<file path="src/hw/prl_pkg.sv">
package prl_pkg;
	// ==========================================
	// Geometry
	localparam int STAGES = 12;
	localparam int DW = 16;
	localparam int FF_DEPTH = 4;
	localparam int AW = 12;
	// ==========================================
	// Register offsets
	localparam logic [11:0] OFS_PROX_CTRL = 12'h002;
	localparam logic [11:0] OFS_LEVELS = 12'h003;
	localparam logic [11:0] OFS_RECAL = 12'h004;
	// ==========================================
	// Field positions
	localparam int SKIP_LSB = 0;
	localparam int FP_CNT_LSB = 4;
	localparam int LP_CNT_LSB = 8;
	localparam int RATE_LSB = 0;
	localparam int LVL_LSB = 8;
	localparam int FP_RC_LSB = 0;
	localparam int LP_RC_LSB = 10;
	// ==========================================
	// Reset values
	localparam logic [3:0] SKIP_RST = 4'h0;
	localparam logic [3:0] CNT_RST = 4'h0;
	localparam logic [7:0] RATE_RST = 8'h00;
	localparam logic [5:0] LVL_RST = 6'h00;
	localparam logic [9:0] FP_RC_RST = 10'h000;
	localparam logic [5:0] LP_RC_RST = 6'h00;
	// ==========================================
	// Sequence count and sensitivity shifts
	localparam int FP_DIS_MULT_SH = 4;
	localparam int LP_DIS_MULT_SH = 2;
	localparam int SENS_SH = 4;
	// ==========================================
	// Forced recalibration states
	typedef enum logic [1:0] {
		PRL_RC_WATCH = 2'b00,
		PRL_RC_FORCE1 = 2'b01,
		PRL_RC_FORCE2 = 2'b11
	} prl_rc_e;
endpackage : prl_pkg

</file>
<file path="src/hw/prl_calc_if.sv">
`timescale 1ns/1ps
interface prl_calc_if;
	// Inputs to the comparators
	logic [15:0] sample;
	logic [15:0] ff_word [4];
	logic [15:0] sf_last;
	logic [15:0] ambient;
	logic [15:0] off_high;
	logic [15:0] off_low;
	logic [3:0] pos_sens;
	logic [3:0] neg_sens;
	logic [7:0] rate;
	logic [5:0] level;
	logic [15:0] slow_lvl;
	logic prox_now;
	// Comparator results
	logic prox1;
	logic prox2;
	logic slow_en;
	logic recal_exc;
	logic touch;
	modport top (output sample, ff_word, sf_last, ambient, off_high, off_low,
		pos_sens, neg_sens, rate, level, slow_lvl, prox_now,
		input prox1, prox2, slow_en, recal_exc, touch);
	modport calc (input sample, ff_word, sf_last, ambient, off_high, off_low,
		pos_sens, neg_sens, rate, level, slow_lvl, prox_now,
		output prox1, prox2, slow_en, recal_exc, touch);
endinterface : prl_calc_if

</file>
<file path="src/hw/prl_calc.sv">
`timescale 1ns/1ps
module prl_calc (
	prl_calc_if.calc c
);
	// ==========================================
	// Helpers
	function automatic logic [15:0] absdiff(input logic [15:0] a, input logic [15:0] b);
		absdiff = (a > b) ? (a - b) : (b - a);
	endfunction : absdiff

	logic [17:0] ff_sum;
	logic [15:0] ff_avg;
	logic [15:0] q_hi;
	logic [15:0] q_lo;
	logic [19:0] sc_hi;
	logic [19:0] sc_lo;
	logic signed [18:0] thr_hi;
	logic signed [18:0] thr_lo;
	logic signed [18:0] smp;

	// ==========================================
	// Fast filter comparators
	always_comb begin
		ff_sum = {2'b00, c.ff_word[0]} + {2'b00, c.ff_word[1]}
			+ {2'b00, c.ff_word[2]} + {2'b00, c.ff_word[3]};
		ff_avg = ff_sum[17:2];
		c.prox1 = absdiff(c.ff_word[1], c.ff_word[3]) > {8'h00, c.rate};
		c.prox2 = absdiff(ff_avg, c.ambient) > {10'h000, c.level};
	end

	// Slow filter gate and recalibration excess
	assign c.slow_en = (absdiff(c.sample, c.sf_last) > c.slow_lvl) && !c.prox_now;
	assign c.recal_exc = (c.sample > c.ambient)
		&& ((c.sample - c.ambient) > {10'h000, c.level});

	// ==========================================
	// Thresholds from ambient and scaled offsets
	always_comb begin
		q_hi = c.off_high >> 2;
		q_lo = c.off_low >> 2;
		sc_hi = (20'(q_hi) * 20'(c.pos_sens)) >> prl_pkg::SENS_SH;
		sc_lo = (20'(q_lo) * 20'(c.neg_sens)) >> prl_pkg::SENS_SH;
		thr_hi = 19'(c.ambient) + 19'(q_hi) + 19'(sc_hi[15:0]);
		thr_lo = 19'(c.ambient) - 19'(q_lo) - 19'(sc_lo[15:0]);
		smp = 19'(c.sample);
	end

	// Contact when either threshold is crossed
	assign c.touch = (smp > thr_hi) || (smp < thr_lo);
endmodule : prl_calc

</file>
<file path="src/hw/prl_top.sv">
`timescale 1ns/1ps
// Functional notes
// Proximity suspends ambient updates for that stage.
// Sustained excess over ambient forces recalibration.
// Full power timeout: count times sequences.
// Low power timeout: count times sequences.
// Force recalibration even while proximity stays.
// Host waits two cycles between recalibrations.
// Approach when word one/three differ > rate.
// Hover when average/ambient differ > level.
// Proximity is OR of both comparators.
// Disable counts at offset two, bits 7:4, 11:8.
// Recal times at offset four, 9:0, 15:10.
// Level 13:8, rate 7:0 at offset three.
// Skip count selects samples skipped per push.
// Fast push every skip+1 sequences per stage.
// Host should use skip zero with twelve stages.
// Slow filter updates on gate without proximity.
// Ambient tracking runs every conversion when idle; the code tracks only on conversions where slow_en is set.
// Thresholds from ambient plus scaled offsets.
// Interrupt low when a threshold is exceeded.
// Calibration disabled count*16 or *4 after proximity.
// Excess broken restarts the recalibration count.
module prl_top (
	input wire logic clk,
	input wire logic rst,
	input wire logic [11:0] reg_addr,
	input wire logic reg_wr,
	input wire logic reg_rd,
	input wire logic [15:0] reg_wdata,
	output logic [15:0] reg_rdata,
	input wire logic conv_valid,
	input wire logic [3:0] conv_stage,
	input wire logic [15:0] conv_data,
	input wire logic [3:0] last_stage,
	input wire logic low_power,
	input wire logic [15:0] stage_offset_high,
	input wire logic [15:0] stage_offset_low,
	input wire logic [3:0] pos_sensitivity,
	input wire logic [3:0] neg_sensitivity,
	input wire logic [15:0] slow_update_level,
	output logic int_n,
	output logic [11:0] prox_flags,
	output logic [11:0] recal_busy,
	output logic [11:0] touch_flags
);
	// ==========================================
	// Configuration registers and read data register
	logic [3:0] fast_filter_skip_count_reg;
	logic [3:0] full_power_cal_disable_count_reg;
	logic [3:0] low_power_cal_disable_count_reg;
	logic [7:0] approach_detection_rate_reg;
	logic [5:0] hover_recal_level_reg;
	logic [9:0] full_power_recal_time_reg;
	logic [5:0] low_power_recal_time_reg;
	logic [15:0] reg_rdata_reg;

	// ==========================================
	// Per-stage storage and interrupt register
	logic [15:0] ff_mem [12][3];
	logic [3:0] skip_reg [12];
	logic [15:0] ambient_reg [12];
	logic [15:0] sf_last_reg [12];
	logic [7:0] caldis_reg [12];
	logic [9:0] rc_cnt_reg [12];
	prl_pkg::prl_rc_e rc_state_reg [12];
	logic [11:0] prox_reg;
	logic [11:0] touch_reg;
	logic int_n_reg;

	// ==========================================
	// Current conversion decode
	logic hit;
	logic push;
	logic prox_new;
	logic cal_ok;
	logic force_now;
	logic forcing;
	logic [9:0] rc_limit;
	logic [7:0] caldis_load;
	prl_calc_if ci ();

	// Only stages inside the sequence count
	assign hit = conv_valid && (conv_stage <= last_stage)
		&& (conv_stage < 4'(prl_pkg::STAGES));

	// Push when the skip counter has reached the setting
	assign push = hit && (skip_reg[conv_stage] == fast_filter_skip_count_reg);

	// ==========================================
	// Comparator datapath
	assign ci.sample = conv_data;
	assign ci.ff_word[0] = conv_data;
	assign ci.ff_word[1] = ff_mem[conv_stage][0];
	assign ci.ff_word[2] = ff_mem[conv_stage][1];
	assign ci.ff_word[3] = ff_mem[conv_stage][2];
	assign ci.sf_last = sf_last_reg[conv_stage];
	assign ci.ambient = ambient_reg[conv_stage];
	assign ci.off_high = stage_offset_high;
	assign ci.off_low = stage_offset_low;
	assign ci.pos_sens = pos_sensitivity;
	assign ci.neg_sens = neg_sensitivity;
	assign ci.rate = approach_detection_rate_reg;
	assign ci.level = hover_recal_level_reg;
	assign ci.slow_lvl = slow_update_level;
	assign ci.prox_now = prox_reg[conv_stage];

	prl_calc u_calc (
		.c(ci.calc)
	);

	// Proximity raised by either comparator
	assign prox_new = ci.prox1 || ci.prox2;

	// ==========================================
	// Timeout selection by power mode
	always_comb begin
		if (low_power) begin
			rc_limit = {4'h0, low_power_recal_time_reg};
			caldis_load = 8'(low_power_cal_disable_count_reg) << prl_pkg::LP_DIS_MULT_SH;
		end else begin
			rc_limit = full_power_recal_time_reg;
			caldis_load = 8'(full_power_cal_disable_count_reg) << prl_pkg::FP_DIS_MULT_SH;
		end
	end

	// Timeout reached after the last counted sequence
	assign forcing = rc_state_reg[conv_stage] != prl_pkg::PRL_RC_WATCH;
	assign force_now = hit && !forcing && ci.recal_exc && (rc_limit != 10'h000)
		&& (rc_cnt_reg[conv_stage] >= rc_limit - 10'h001);

	// Tracking allowed without proximity or disable period
	assign cal_ok = !prox_reg[conv_stage] && (caldis_reg[conv_stage] == 8'h00);

	// ==========================================
	// Register writes
	always_ff @(posedge clk) begin
		if (rst) begin
			fast_filter_skip_count_reg <= prl_pkg::SKIP_RST;
			full_power_cal_disable_count_reg <= prl_pkg::CNT_RST;
			low_power_cal_disable_count_reg <= prl_pkg::CNT_RST;
			approach_detection_rate_reg <= prl_pkg::RATE_RST;
			hover_recal_level_reg <= prl_pkg::LVL_RST;
			full_power_recal_time_reg <= prl_pkg::FP_RC_RST;
			low_power_recal_time_reg <= prl_pkg::LP_RC_RST;
		end else if (reg_wr) begin
			unique case (reg_addr)
				prl_pkg::OFS_PROX_CTRL: begin
					fast_filter_skip_count_reg <= reg_wdata[prl_pkg::SKIP_LSB +: 4];
					full_power_cal_disable_count_reg <= reg_wdata[prl_pkg::FP_CNT_LSB +: 4];
					low_power_cal_disable_count_reg <= reg_wdata[prl_pkg::LP_CNT_LSB +: 4];
				end
				prl_pkg::OFS_LEVELS: begin
					approach_detection_rate_reg <= reg_wdata[prl_pkg::RATE_LSB +: 8];
					hover_recal_level_reg <= reg_wdata[prl_pkg::LVL_LSB +: 6];
				end
				prl_pkg::OFS_RECAL: begin
					full_power_recal_time_reg <= reg_wdata[prl_pkg::FP_RC_LSB +: 10];
					low_power_recal_time_reg <= reg_wdata[prl_pkg::LP_RC_LSB +: 6];
				end
				default: ;
			endcase
		end
	end

	// Register reads, unmapped offsets read zero
	always_ff @(posedge clk) begin
		if (rst) begin
			reg_rdata_reg <= 16'h0000;
		end else if (reg_rd) begin
			unique case (reg_addr)
				prl_pkg::OFS_PROX_CTRL: reg_rdata_reg <= {4'h0,
					low_power_cal_disable_count_reg,
					full_power_cal_disable_count_reg,
					fast_filter_skip_count_reg};
				prl_pkg::OFS_LEVELS: reg_rdata_reg <= {2'b00, hover_recal_level_reg,
					approach_detection_rate_reg};
				prl_pkg::OFS_RECAL: reg_rdata_reg <= {low_power_recal_time_reg,
					full_power_recal_time_reg};
				default: reg_rdata_reg <= 16'h0000;
			endcase
		end
	end

	// ==========================================
	// Fast FIFO and skip counter
	always_ff @(posedge clk) begin
		if (rst) begin
			for (int s = 0; s < prl_pkg::STAGES; s++) begin
				skip_reg[s] <= 4'h0;
				for (int w = 0; w < 3; w++) begin
					ff_mem[s][w] <= 16'h0000;
				end
			end
		end else if (push) begin
			skip_reg[conv_stage] <= 4'h0;
			ff_mem[conv_stage][0] <= conv_data;
			ff_mem[conv_stage][1] <= ff_mem[conv_stage][0];
			ff_mem[conv_stage][2] <= ff_mem[conv_stage][1];
		end else if (hit) begin
			skip_reg[conv_stage] <= skip_reg[conv_stage] + 4'h1;
		end
	end

	// ==========================================
	// Proximity flag and calibration disable period
	always_ff @(posedge clk) begin
		if (rst) begin
			prox_reg <= 12'h000;
			for (int s = 0; s < prl_pkg::STAGES; s++) begin
				caldis_reg[s] <= 8'h00;
			end
		end else if (force_now) begin
			prox_reg[conv_stage] <= 1'b0;
			caldis_reg[conv_stage] <= 8'h00;
		end else if (hit) begin
			if (push) begin
				prox_reg[conv_stage] <= prox_new;
			end
			if (push && prox_reg[conv_stage] && !prox_new) begin
				caldis_reg[conv_stage] <= caldis_load;
			end else if (!prox_reg[conv_stage] && (caldis_reg[conv_stage] != 8'h00)) begin
				caldis_reg[conv_stage] <= caldis_reg[conv_stage] - 8'h01;
			end
		end
	end

	// ==========================================
	// Ambient tracking and slow filter
	always_ff @(posedge clk) begin
		if (rst) begin
			for (int s = 0; s < prl_pkg::STAGES; s++) begin
				ambient_reg[s] <= 16'h0000;
				sf_last_reg[s] <= 16'h0000;
			end
		end else if (force_now || (hit && forcing)) begin
			ambient_reg[conv_stage] <= conv_data;
			sf_last_reg[conv_stage] <= conv_data;
		end else if (hit && cal_ok && ci.slow_en) begin
			sf_last_reg[conv_stage] <= conv_data;
			ambient_reg[conv_stage] <= 16'(({1'b0, ambient_reg[conv_stage]}
				+ {1'b0, conv_data}) >> 1);
		end
	end

	// ==========================================
	// Recalibration timeout counter and state
	always_ff @(posedge clk) begin
		if (rst) begin
			for (int s = 0; s < prl_pkg::STAGES; s++) begin
				rc_cnt_reg[s] <= 10'h000;
				rc_state_reg[s] <= prl_pkg::PRL_RC_WATCH;
			end
		end else if (hit) begin
			unique case (rc_state_reg[conv_stage])
				prl_pkg::PRL_RC_WATCH: begin
					if (force_now) begin
						rc_cnt_reg[conv_stage] <= 10'h000;
						rc_state_reg[conv_stage] <= prl_pkg::PRL_RC_FORCE1;
					end else if (ci.recal_exc) begin
						rc_cnt_reg[conv_stage] <= rc_cnt_reg[conv_stage] + 10'h001;
					end else begin
						rc_cnt_reg[conv_stage] <= 10'h000;
					end
				end
				prl_pkg::PRL_RC_FORCE1: begin
					rc_state_reg[conv_stage] <= prl_pkg::PRL_RC_FORCE2;
				end
				prl_pkg::PRL_RC_FORCE2: begin
					rc_state_reg[conv_stage] <= prl_pkg::PRL_RC_WATCH;
				end
				default: begin
					rc_state_reg[conv_stage] <= prl_pkg::PRL_RC_WATCH;
				end
			endcase
		end
	end

	// ==========================================
	// Contact flags and interrupt
	always_ff @(posedge clk) begin
		if (rst) begin
			touch_reg <= 12'h000;
		end else if (hit) begin
			touch_reg[conv_stage] <= ci.touch;
		end
	end

	// Interrupt asserted low while any stage is in contact
	always_ff @(posedge clk) begin
		if (rst) begin
			int_n_reg <= 1'b1;
		end else begin
			int_n_reg <= ~(|touch_reg);
		end
	end

	// ==========================================
	// Status outputs
	generate
		for (genvar g = 0; g < prl_pkg::STAGES; g++) begin : g_status
			assign prox_flags[g] = prox_reg[g];
			assign touch_flags[g] = touch_reg[g];
			assign recal_busy[g] = rc_state_reg[g] != prl_pkg::PRL_RC_WATCH;
		end
	endgenerate

	assign reg_rdata = reg_rdata_reg;
	assign int_n = int_n_reg;
endmodule : prl_top
</file>
<file path="config.mk">
export PLATFORM = sky130hd
export DESIGN_NAME = prl_top
export DESIGN_NICKNAME = d
export VERILOG_FILES = /design/src/hw/prl_pkg.sv /design/src/hw/prl_calc_if.sv /design/src/hw/prl_calc.sv /design/src/hw/prl_top.sv
export SDC_FILE = /design/constraint.sdc
export NUM_CORES = 2
export LEC_CHECK = 0
export ABC_CLOCK_PERIOD_IN_PS = 18620
export BUFFER_PORTS_ARGS = -buffer_cell sky130_fd_sc_hd__buf_2
export CORE_ASPECT_RATIO = 1.5
export CORE_MARGIN = 5
export CORE_UTILIZATION = 35
export CTS_CLUSTER_DIAMETER = 150
export DETAILED_ROUTE_END_ITERATION = 8
export PLACE_DENSITY = 0.55
export SYNTH_ARGS = -nofsm -noshare
export SYNTH_HDL_FRONTEND = slang
export SYNTH_SLANG_ARGS = --single-unit
</file>
<file path="constraint.sdc">
create_clock -name clk -period 18.62 [get_ports clk]
set_input_delay 3.724 -clock clk [delete_from_list [all_inputs] [get_ports clk]]
set_output_delay 3.724 -clock clk [all_outputs]
set_load 0.005 [all_outputs]
</file>
Word-level counts from Yosys, hierarchy flattened

Memories as Yosys holds them, arrays and structs flattened.
Index checks and enable logic that the tools add are counted.

Bits in registers: 83
RAM bits: 1248
Bits of input ports: 114
Output and inout bits: 53
Logic and storage cells: 232
Memories: 7

$add $sub $neg: 19
Multiply operators: 2
Magnitude comparators: 15
Equal/unequal tests: 6
Muxes and demuxes: 104
Bitwise operators: 13
Reductions and logical operators: 55

Memories:

| name        | depth | width | read ports | clocked after Yosys merged registers in | write ports | RTL line      | RTL |
|---|---|---|---|---|---|---|---|
| ff_mem      | 12    | 48    | 1          | 0                                       | 12          | prl_top.sv:60 | `logic [15:0] ff_mem [12][3];` |
| ambient_reg | 12    | 16    | 1          | 0                                       | 12          | prl_top.sv:62 | `logic [15:0] ambient_reg [12];` |
| sf_last_reg | 12    | 16    | 1          | 0                                       | 12          | prl_top.sv:63 | `logic [15:0] sf_last_reg [12];` |
| rc_cnt_reg  | 12    | 10    | 1          | 0                                       | 12          | prl_top.sv:65 | `logic [9:0] rc_cnt_reg [12];` |
| caldis_reg  | 12    | 8     | 1          | 0                                       | 12          | prl_top.sv:64 | `logic [7:0] caldis_reg [12];` |
| skip_reg    | 12    | 4     | 1          | 0                                       | 12          | prl_top.sv:61 | `logic [3:0] skip_reg [12];` |
| +1 memories | --    | --    | --         | --                                      | --          | --            |  |

Operators by type and width:

| operator                                              | number |
|---|---|
| two-way mux 16 bit                                    | 7 |
| subtractor 16 bit                                     | 7 |
| greater-than comparator 16 bit                        | 5 |
| two-way mux 1 bit                                     | 67 |
| two-way mux 48 bit                                    | 1 |
| case mux 16 bit (3 select lines)                      | 1 |
| OR reduction 48 bit                                   | 1 |
| two-way mux 10 bit                                    | 4 |
| adder 18 x 16 -> 18 bit                               | 2 |
| multiplier 14 x 4 -> 18 bit                           | 2 |
| two-way mux 12 bit                                    | 3 |
| two-way mux 4 bit                                     | 9 |
| adder 16 x 16 -> 17 bit                               | 2 |
| greater-than comparator 16 x 6 -> 1 bit               | 2 |
| two-way mux 8 bit                                     | 4 |
| OR reduction 16 bit                                   | 2 |
| nonzero test 2 bit                                    | 15 |
| bitwise mux 12 bit                                    | 2 |
| equality test 12 x 2 -> 1 bit (second input constant) | 2 |
| adder 19 x 16 -> 19 bit                               | 1 |
| greater-than comparator 17 x 19 -> 1 bit              | 1 |
| less-than comparator 17 x 18 -> 1 bit                 | 1 |
| subtractor 17 x 15 -> 18 bit                          | 1 |
| adder 16 x 14 -> 17 bit                               | 1 |
| 36 further kinds                                      | 71 |

Logic depth before layout (Yosys ltp)

An unclocked memory read counts as a cell.

Depth after elaboration: 19
Depth in mapped cells: 56
Depth with buffers taken out: 45

Modules after synthesis

Synthesis repeated with hierarchy kept, for this count alone.

Cell total of the unflattened synthesis: 6744
Area, all modules: 89828.7 sq um

By module, submodules not included:

| module   | times used | cells each | area each (sq um) | seq. area each (sq um) |
|---|---|---|---|---|
| prl_top  | 1          | 4937       | 76249.4           | 51629.5 |
| prl_calc | 1          | 1807       | 13579.3           | 0.0 |

Worst setup path after synthesis

OpenSTA, ideal clock, no wires.

Path kind: in2reg
Start point: in conv_stage[0]
End point: mem caldis_reg[10][0] (enable)
Setup time: 377 ps
Arrival: 15039 ps
Data required time: 18243 ps
Setup slack: 3204 ps
Stages: 51
Buffers on the path: 11
Path through: buf_6 buf_12 buf_6 buf_6 buf_4 buf_4 buf_2 buf_2 mux4_2 mux2_2 o21ai_0 clkbuf_1 inv_1 ha_1 a21o_1 a21oi_1 o21ai_0 a21oi_1 [... 15 more ...] o21ai_0 o21bai_1 a21o_1 a22oi_1 buf_4 nor3_1 a31oi_1 xor2_1 ha_1 a21o_1 a2111oi_0 o32ai_1 a2111oi_0 nand4_1 nor4_1 nand4_1 clkbuf_1 a22oi_1

RTL lines:

| element            | RTL line      | RTL |
|---|---|---|
| start: declaration | prl_top.sv:33 | `input wire logic [3:0] conv_stage,` |
| end: declaration   | prl_top.sv:64 |  |

==> impl_results.rst <==
.. list-table::
   :header-rows: 1

   * - Metric
     - Value
   * - TritonCTS clock tree
     - built
   * - Vias per inst
     - 5.404
   * - Synth Register Bits
     - 1747
   * - Data required time at the worst endpoint
     - 19.12 ns
   * - Depth of the worst register-to-register path
     - 47
   * - Yosys cell types
     - 90
   * - Router iterations before antenna repair
     - 5
   * - Count of synthesis-stage warnings from yosys
     - 0
   * - Top cells by area, synth
     - edfxtp_1, mux4_2, ha_1
   * - Wire per inst
     - 25.99 um
   * - Kind of path behind the tightest hold check
     - reg2reg
   * - Starting density of the core
     - 0.3517
   * - Count of antenna-violating nets left after detailed routing
     - 0
   * - Worst ir drop on vdd
     - 0.1007 mV
   * - Power share of the sequential group
     - 0.388
   * - Detailed Route WL
     - 280000 um
   * - Hold Worst Slack
     - 0.4702 ns
   * - Final-stage net count
     - 7738
   * - Clock latency on the worst-skew pair
     - 0.85 ns
   * - Number of buffer and inverter stages on the critical path
     - 9
   * - Min Clock Period, post-route
     - 15.73 ns
   * - Maximum net fanout on the critical path
     - 58
   * - Internal power
     - 7.773 mW
   * - Count of final hold-check violations
     - 0
   * - Critical path origin
     - conv_stage[0]
   * - Share of flip-flops with an asynchronous set or reset after synthesis
     - 0
   * - Startpoint of the lowest-slack register-to-register path
     - ff_mem[10][32]
   * - Top flip-flop cell by instance count after synthesis
     - edfxtp_1
   * - Critical path endpoint
     - caldis_reg[8][2]
   * - Proportion of netlist area held by the largest area contributor
     - 0.5528
   * - Cell with the largest stage delay on the worst path
     - o41ai_1
   * - Slew @ Worst Pin
     - 1.359 ns
   * - Mean instance size in the synthesized netlist
     - 13.30 um^2
   * - RSZ-0062 raised after global routing
     - false
   * - Type of origin of the critical path
     - primary input
   * - Cell taking the most area after synthesis
     - edfxtp_1
   * - Static Leakage
     - 37.51 nW
   * - Switching fraction of total power
     - 0.3344
   * - Setup-failing EPs final
     - 0
   * - Power dissipated by switching net loads
     - 3.904 mW
   * - Setup tns final
     - 0 ns
   * - Max-slew violation count
     - 0
   * - Outcome
     - finished, final reports clean
   * - Share of the core filled with cells in the final layout
     - 0.3955
   * - Worst flop-to-flop path endpoint
     - caldis_reg[8][2]
   * - Boundary pin count
     - 167
   * - Largest delay contributor family on the critical path
     - compound AO/OA/AOI/OAI gates
   * - Overall track demand over capacity in global routing
     - 0.2048
   * - Relative slew slack
     - 0.06833
   * - Remaining DRCs
     - 0
   * - Hold buffer count at cts
     - 0
   * - Port Buffers
     - 162
   * - Worst-case clock skew
     - 0.07705 ns
   * - CP arrival
     - 16.23 ns
   * - # Post-CTS Setup Buffers
     - 0
   * - Combinational share of power
     - 0.330
   * - Pin count of the biggest net entering global routing
     - 217
   * - Place WS
     - 2.135 ns
   * - Aggregate global routing overflow
     - 0
   * - Clock network power share
     - 0.282
   * - Total number of cells along the worst setup path
     - 47
   * - Combined area of all synthesized cells
     - 90390 um^2
   * - Final period utilization
     - 0.8446
   * - Critical setup path kind
     - in2reg
   * - CTS Buf Count
     - 166
   * - Total Die Area
     - 268700 um^2
   * - Die Y-Extent
     - 632.4 um
   * - Register-to-register setup slack
     - 6.33 ns
   * - Horizontal extent of the die
     - 424.9 um
   * - Post-synthesis sequential area ratio
     - 0.5712
   * - Gpl congestion
     - 0.9037
   * - Vias in the first global route
     - 60614
   * - Clock transition at the registers of the reported paths
     - 0.06 ns
   * - Quantity of gates resized following cts
     - 0
   * - Area grow syn2layout
     - 12.45%
   * - Max incr delay on CP
     - 0.65 ns
   * - Worst setup slack after layout
     - 2.894 ns
   * - Power Dens Cells
     - 114.9 nW/um^2
   * - HPWL reported at the end of detailed placement
     - 185300 um
   * - Largest register FFs
     - 768
   * - Num Clock Sinks
     - 1747
   * - Number of antenna violations at the first check in global routing
     - 6
   * - Clock root buffer
     - clkbuf_16
   * - Total core area
     - 257000 um^2
   * - Global-route wire length before repair
     - 405700 um
   * - CTS max path bufs
     - 4
   * - Vias
     - 58216
   * - Highest achievable clock rate
     - 63.59 MHz
   * - Number of design-rule violations left by the first detailed-router iteration
     - 4766
   * - Layout cell share with drive strength beyond 1
     - 0.1770
   * - Maximum level of the CTS H-tree
     - 4
   * - Critical Path End Type
     - register
   * - Number of violations of the max-capacitance limit
     - 0
   * - Number of rows created at floorplan
     - 228
   * - Number of enable flip-flop cells after synthesis
     - 1664
   * - Cells after Synth
     - 6797
-- layer usage --
layer	vias up	track usage	share of wire
met4	0	0.1048	0.060
met5	-	0	0
li1	25673	-	-
met3	503	0.02197	0.051
met2	1908	0.3858	0.54
met1	30132	0.2267	0.35
-- through the flow --
stage | power [mW] | instance area [um^2] | cells
after floorplan | 7.312 | 91950 | 7212
after detailed placement | 8.448 | 96580 | 10492
after global routing | 12.28 | 101600 | 10773
after CTS | 11.75 | 101600 | 10772
final | 11.68 | 101600 | 10773
after global placement | 8.411 | 96570 | 10491
-- worst min-delay path by stage --
stage | start | to | depth (start not counted)
6_report | reg_rdata[15] | reg_rdata[15] | 2
2_1_floorplan | approach_detection_rate_reg[1] | approach_detection_rate_reg[1] | 2
5_1_grt | low_power_recal_time_reg[1] | low_power_recal_time_reg[1] | 2
3_3_place_gp | low_power_recal_time_reg[1] | low_power_recal_time_reg[1] | 2
3_5_place_dp | reg_rdata[15] | reg_rdata[15] | 2
4_1_cts | reg_rdata[15] | reg_rdata[15] | 2
-- logic make-up (layout without fill, tap and decap cells) --
family	Yosys count	in the layout	synth area share
AOI/OAI and AO/OA	846	846	0.06026
muxes	634	634	0.1392
and+or+nand+nor	2109	2109	0.1087
buffers and inverters	869	979	0.03996
DFF	1747	1747	0.5712
other	1	417	0.00004149
adders and majority gates	414	414	0.06354
xor gates and xnor gates	177	177	0.01715
-- cells in the final DEF, fill, tap and decap left out, types with 44 or more instances in the layout --
| cell type | count |
|---|---|
| buf_4 | 184 |
| nor3_1 | 346 |
| clkinv_1 | 44 |
| a21o_1 | 83 |
| nand2_1 | 301 |
| xor2_1 | 69 |
| buf_2 | 158 |
| clkbuf_16 | 172 |
| nand4_1 | 47 |
| nor3_2 | 98 |
| ha_1 | 339 |
| fa_1 | 75 |
| edfxtp_1 | 1664 |
| o21ai_0 | 117 |
| a21oi_1 | 293 |
| and2_1 | 47 |
| mux4_2 | 480 |
| mux2i_1 | 96 |
| nor2_1 | 982 |
| xnor2_1 | 108 |
| nand3_1 | 53 |
| dfxtp_1 | 83 |
| inv_1 | 336 |
| conb_1 | 416 |
-- final cells by class --
class	count	area (um^2)
Sequential cell	1747	51630
Clock buffer	209	4503
Inverter	352	1323
Clock inverter	71	560.5
Antenna cell	1	2.502
Multi-Input combinational cell	4596	37060
Fill cell	24344	155400
Tap cell	3450	4317
Timing Repair Buffer	347	2250
-- worst min-delay path, delay by kind of cell (launching register included) --
| family | cells | cell delay [ns] |
|---|---|---|
| and+or+nand+nor | 1 | 0.06 |
| AOI/OAI and AO/OA | 1 | 0.05 |
| DFF | 1 | 0.31 |
-- power by group through the flow --
stage	combinational (mW)	clock (mW)	sequential, mW
final	3.85	3.30	4.53
after global routing	4.24	3.51	4.54
after CTS	3.86	3.36	4.53
after detailed placement	3.83	0	4.61
after global placement	3.81	0	4.60
after floorplan	2.72	0	4.60
-- synthesized netlist by cell type, types with 26 or more instances --
cell type,number
a211oi_1,42
a21o_1,83
a21oi_1,294
and2_1,47
buf_1,54
buf_2,121
clkbuf_1,309
dfxtp_1,83
edfxtp_1,1664
fa_1,75
ha_1,339
inv_1,336
mux2_2,40
mux2i_1,96
mux4_2,480
nand2_1,322
nand2b_1,36
nand3_1,68
nand4_1,47
nor2_1,983
nor2b_1,42
nor3_1,353
nor3_2,91
o211ai_1,28
o21a_1,41
o21ai_0,158
or2_2,26
xnor2_1,108
xor2_1,69
(Power assumes the default switching activity.)
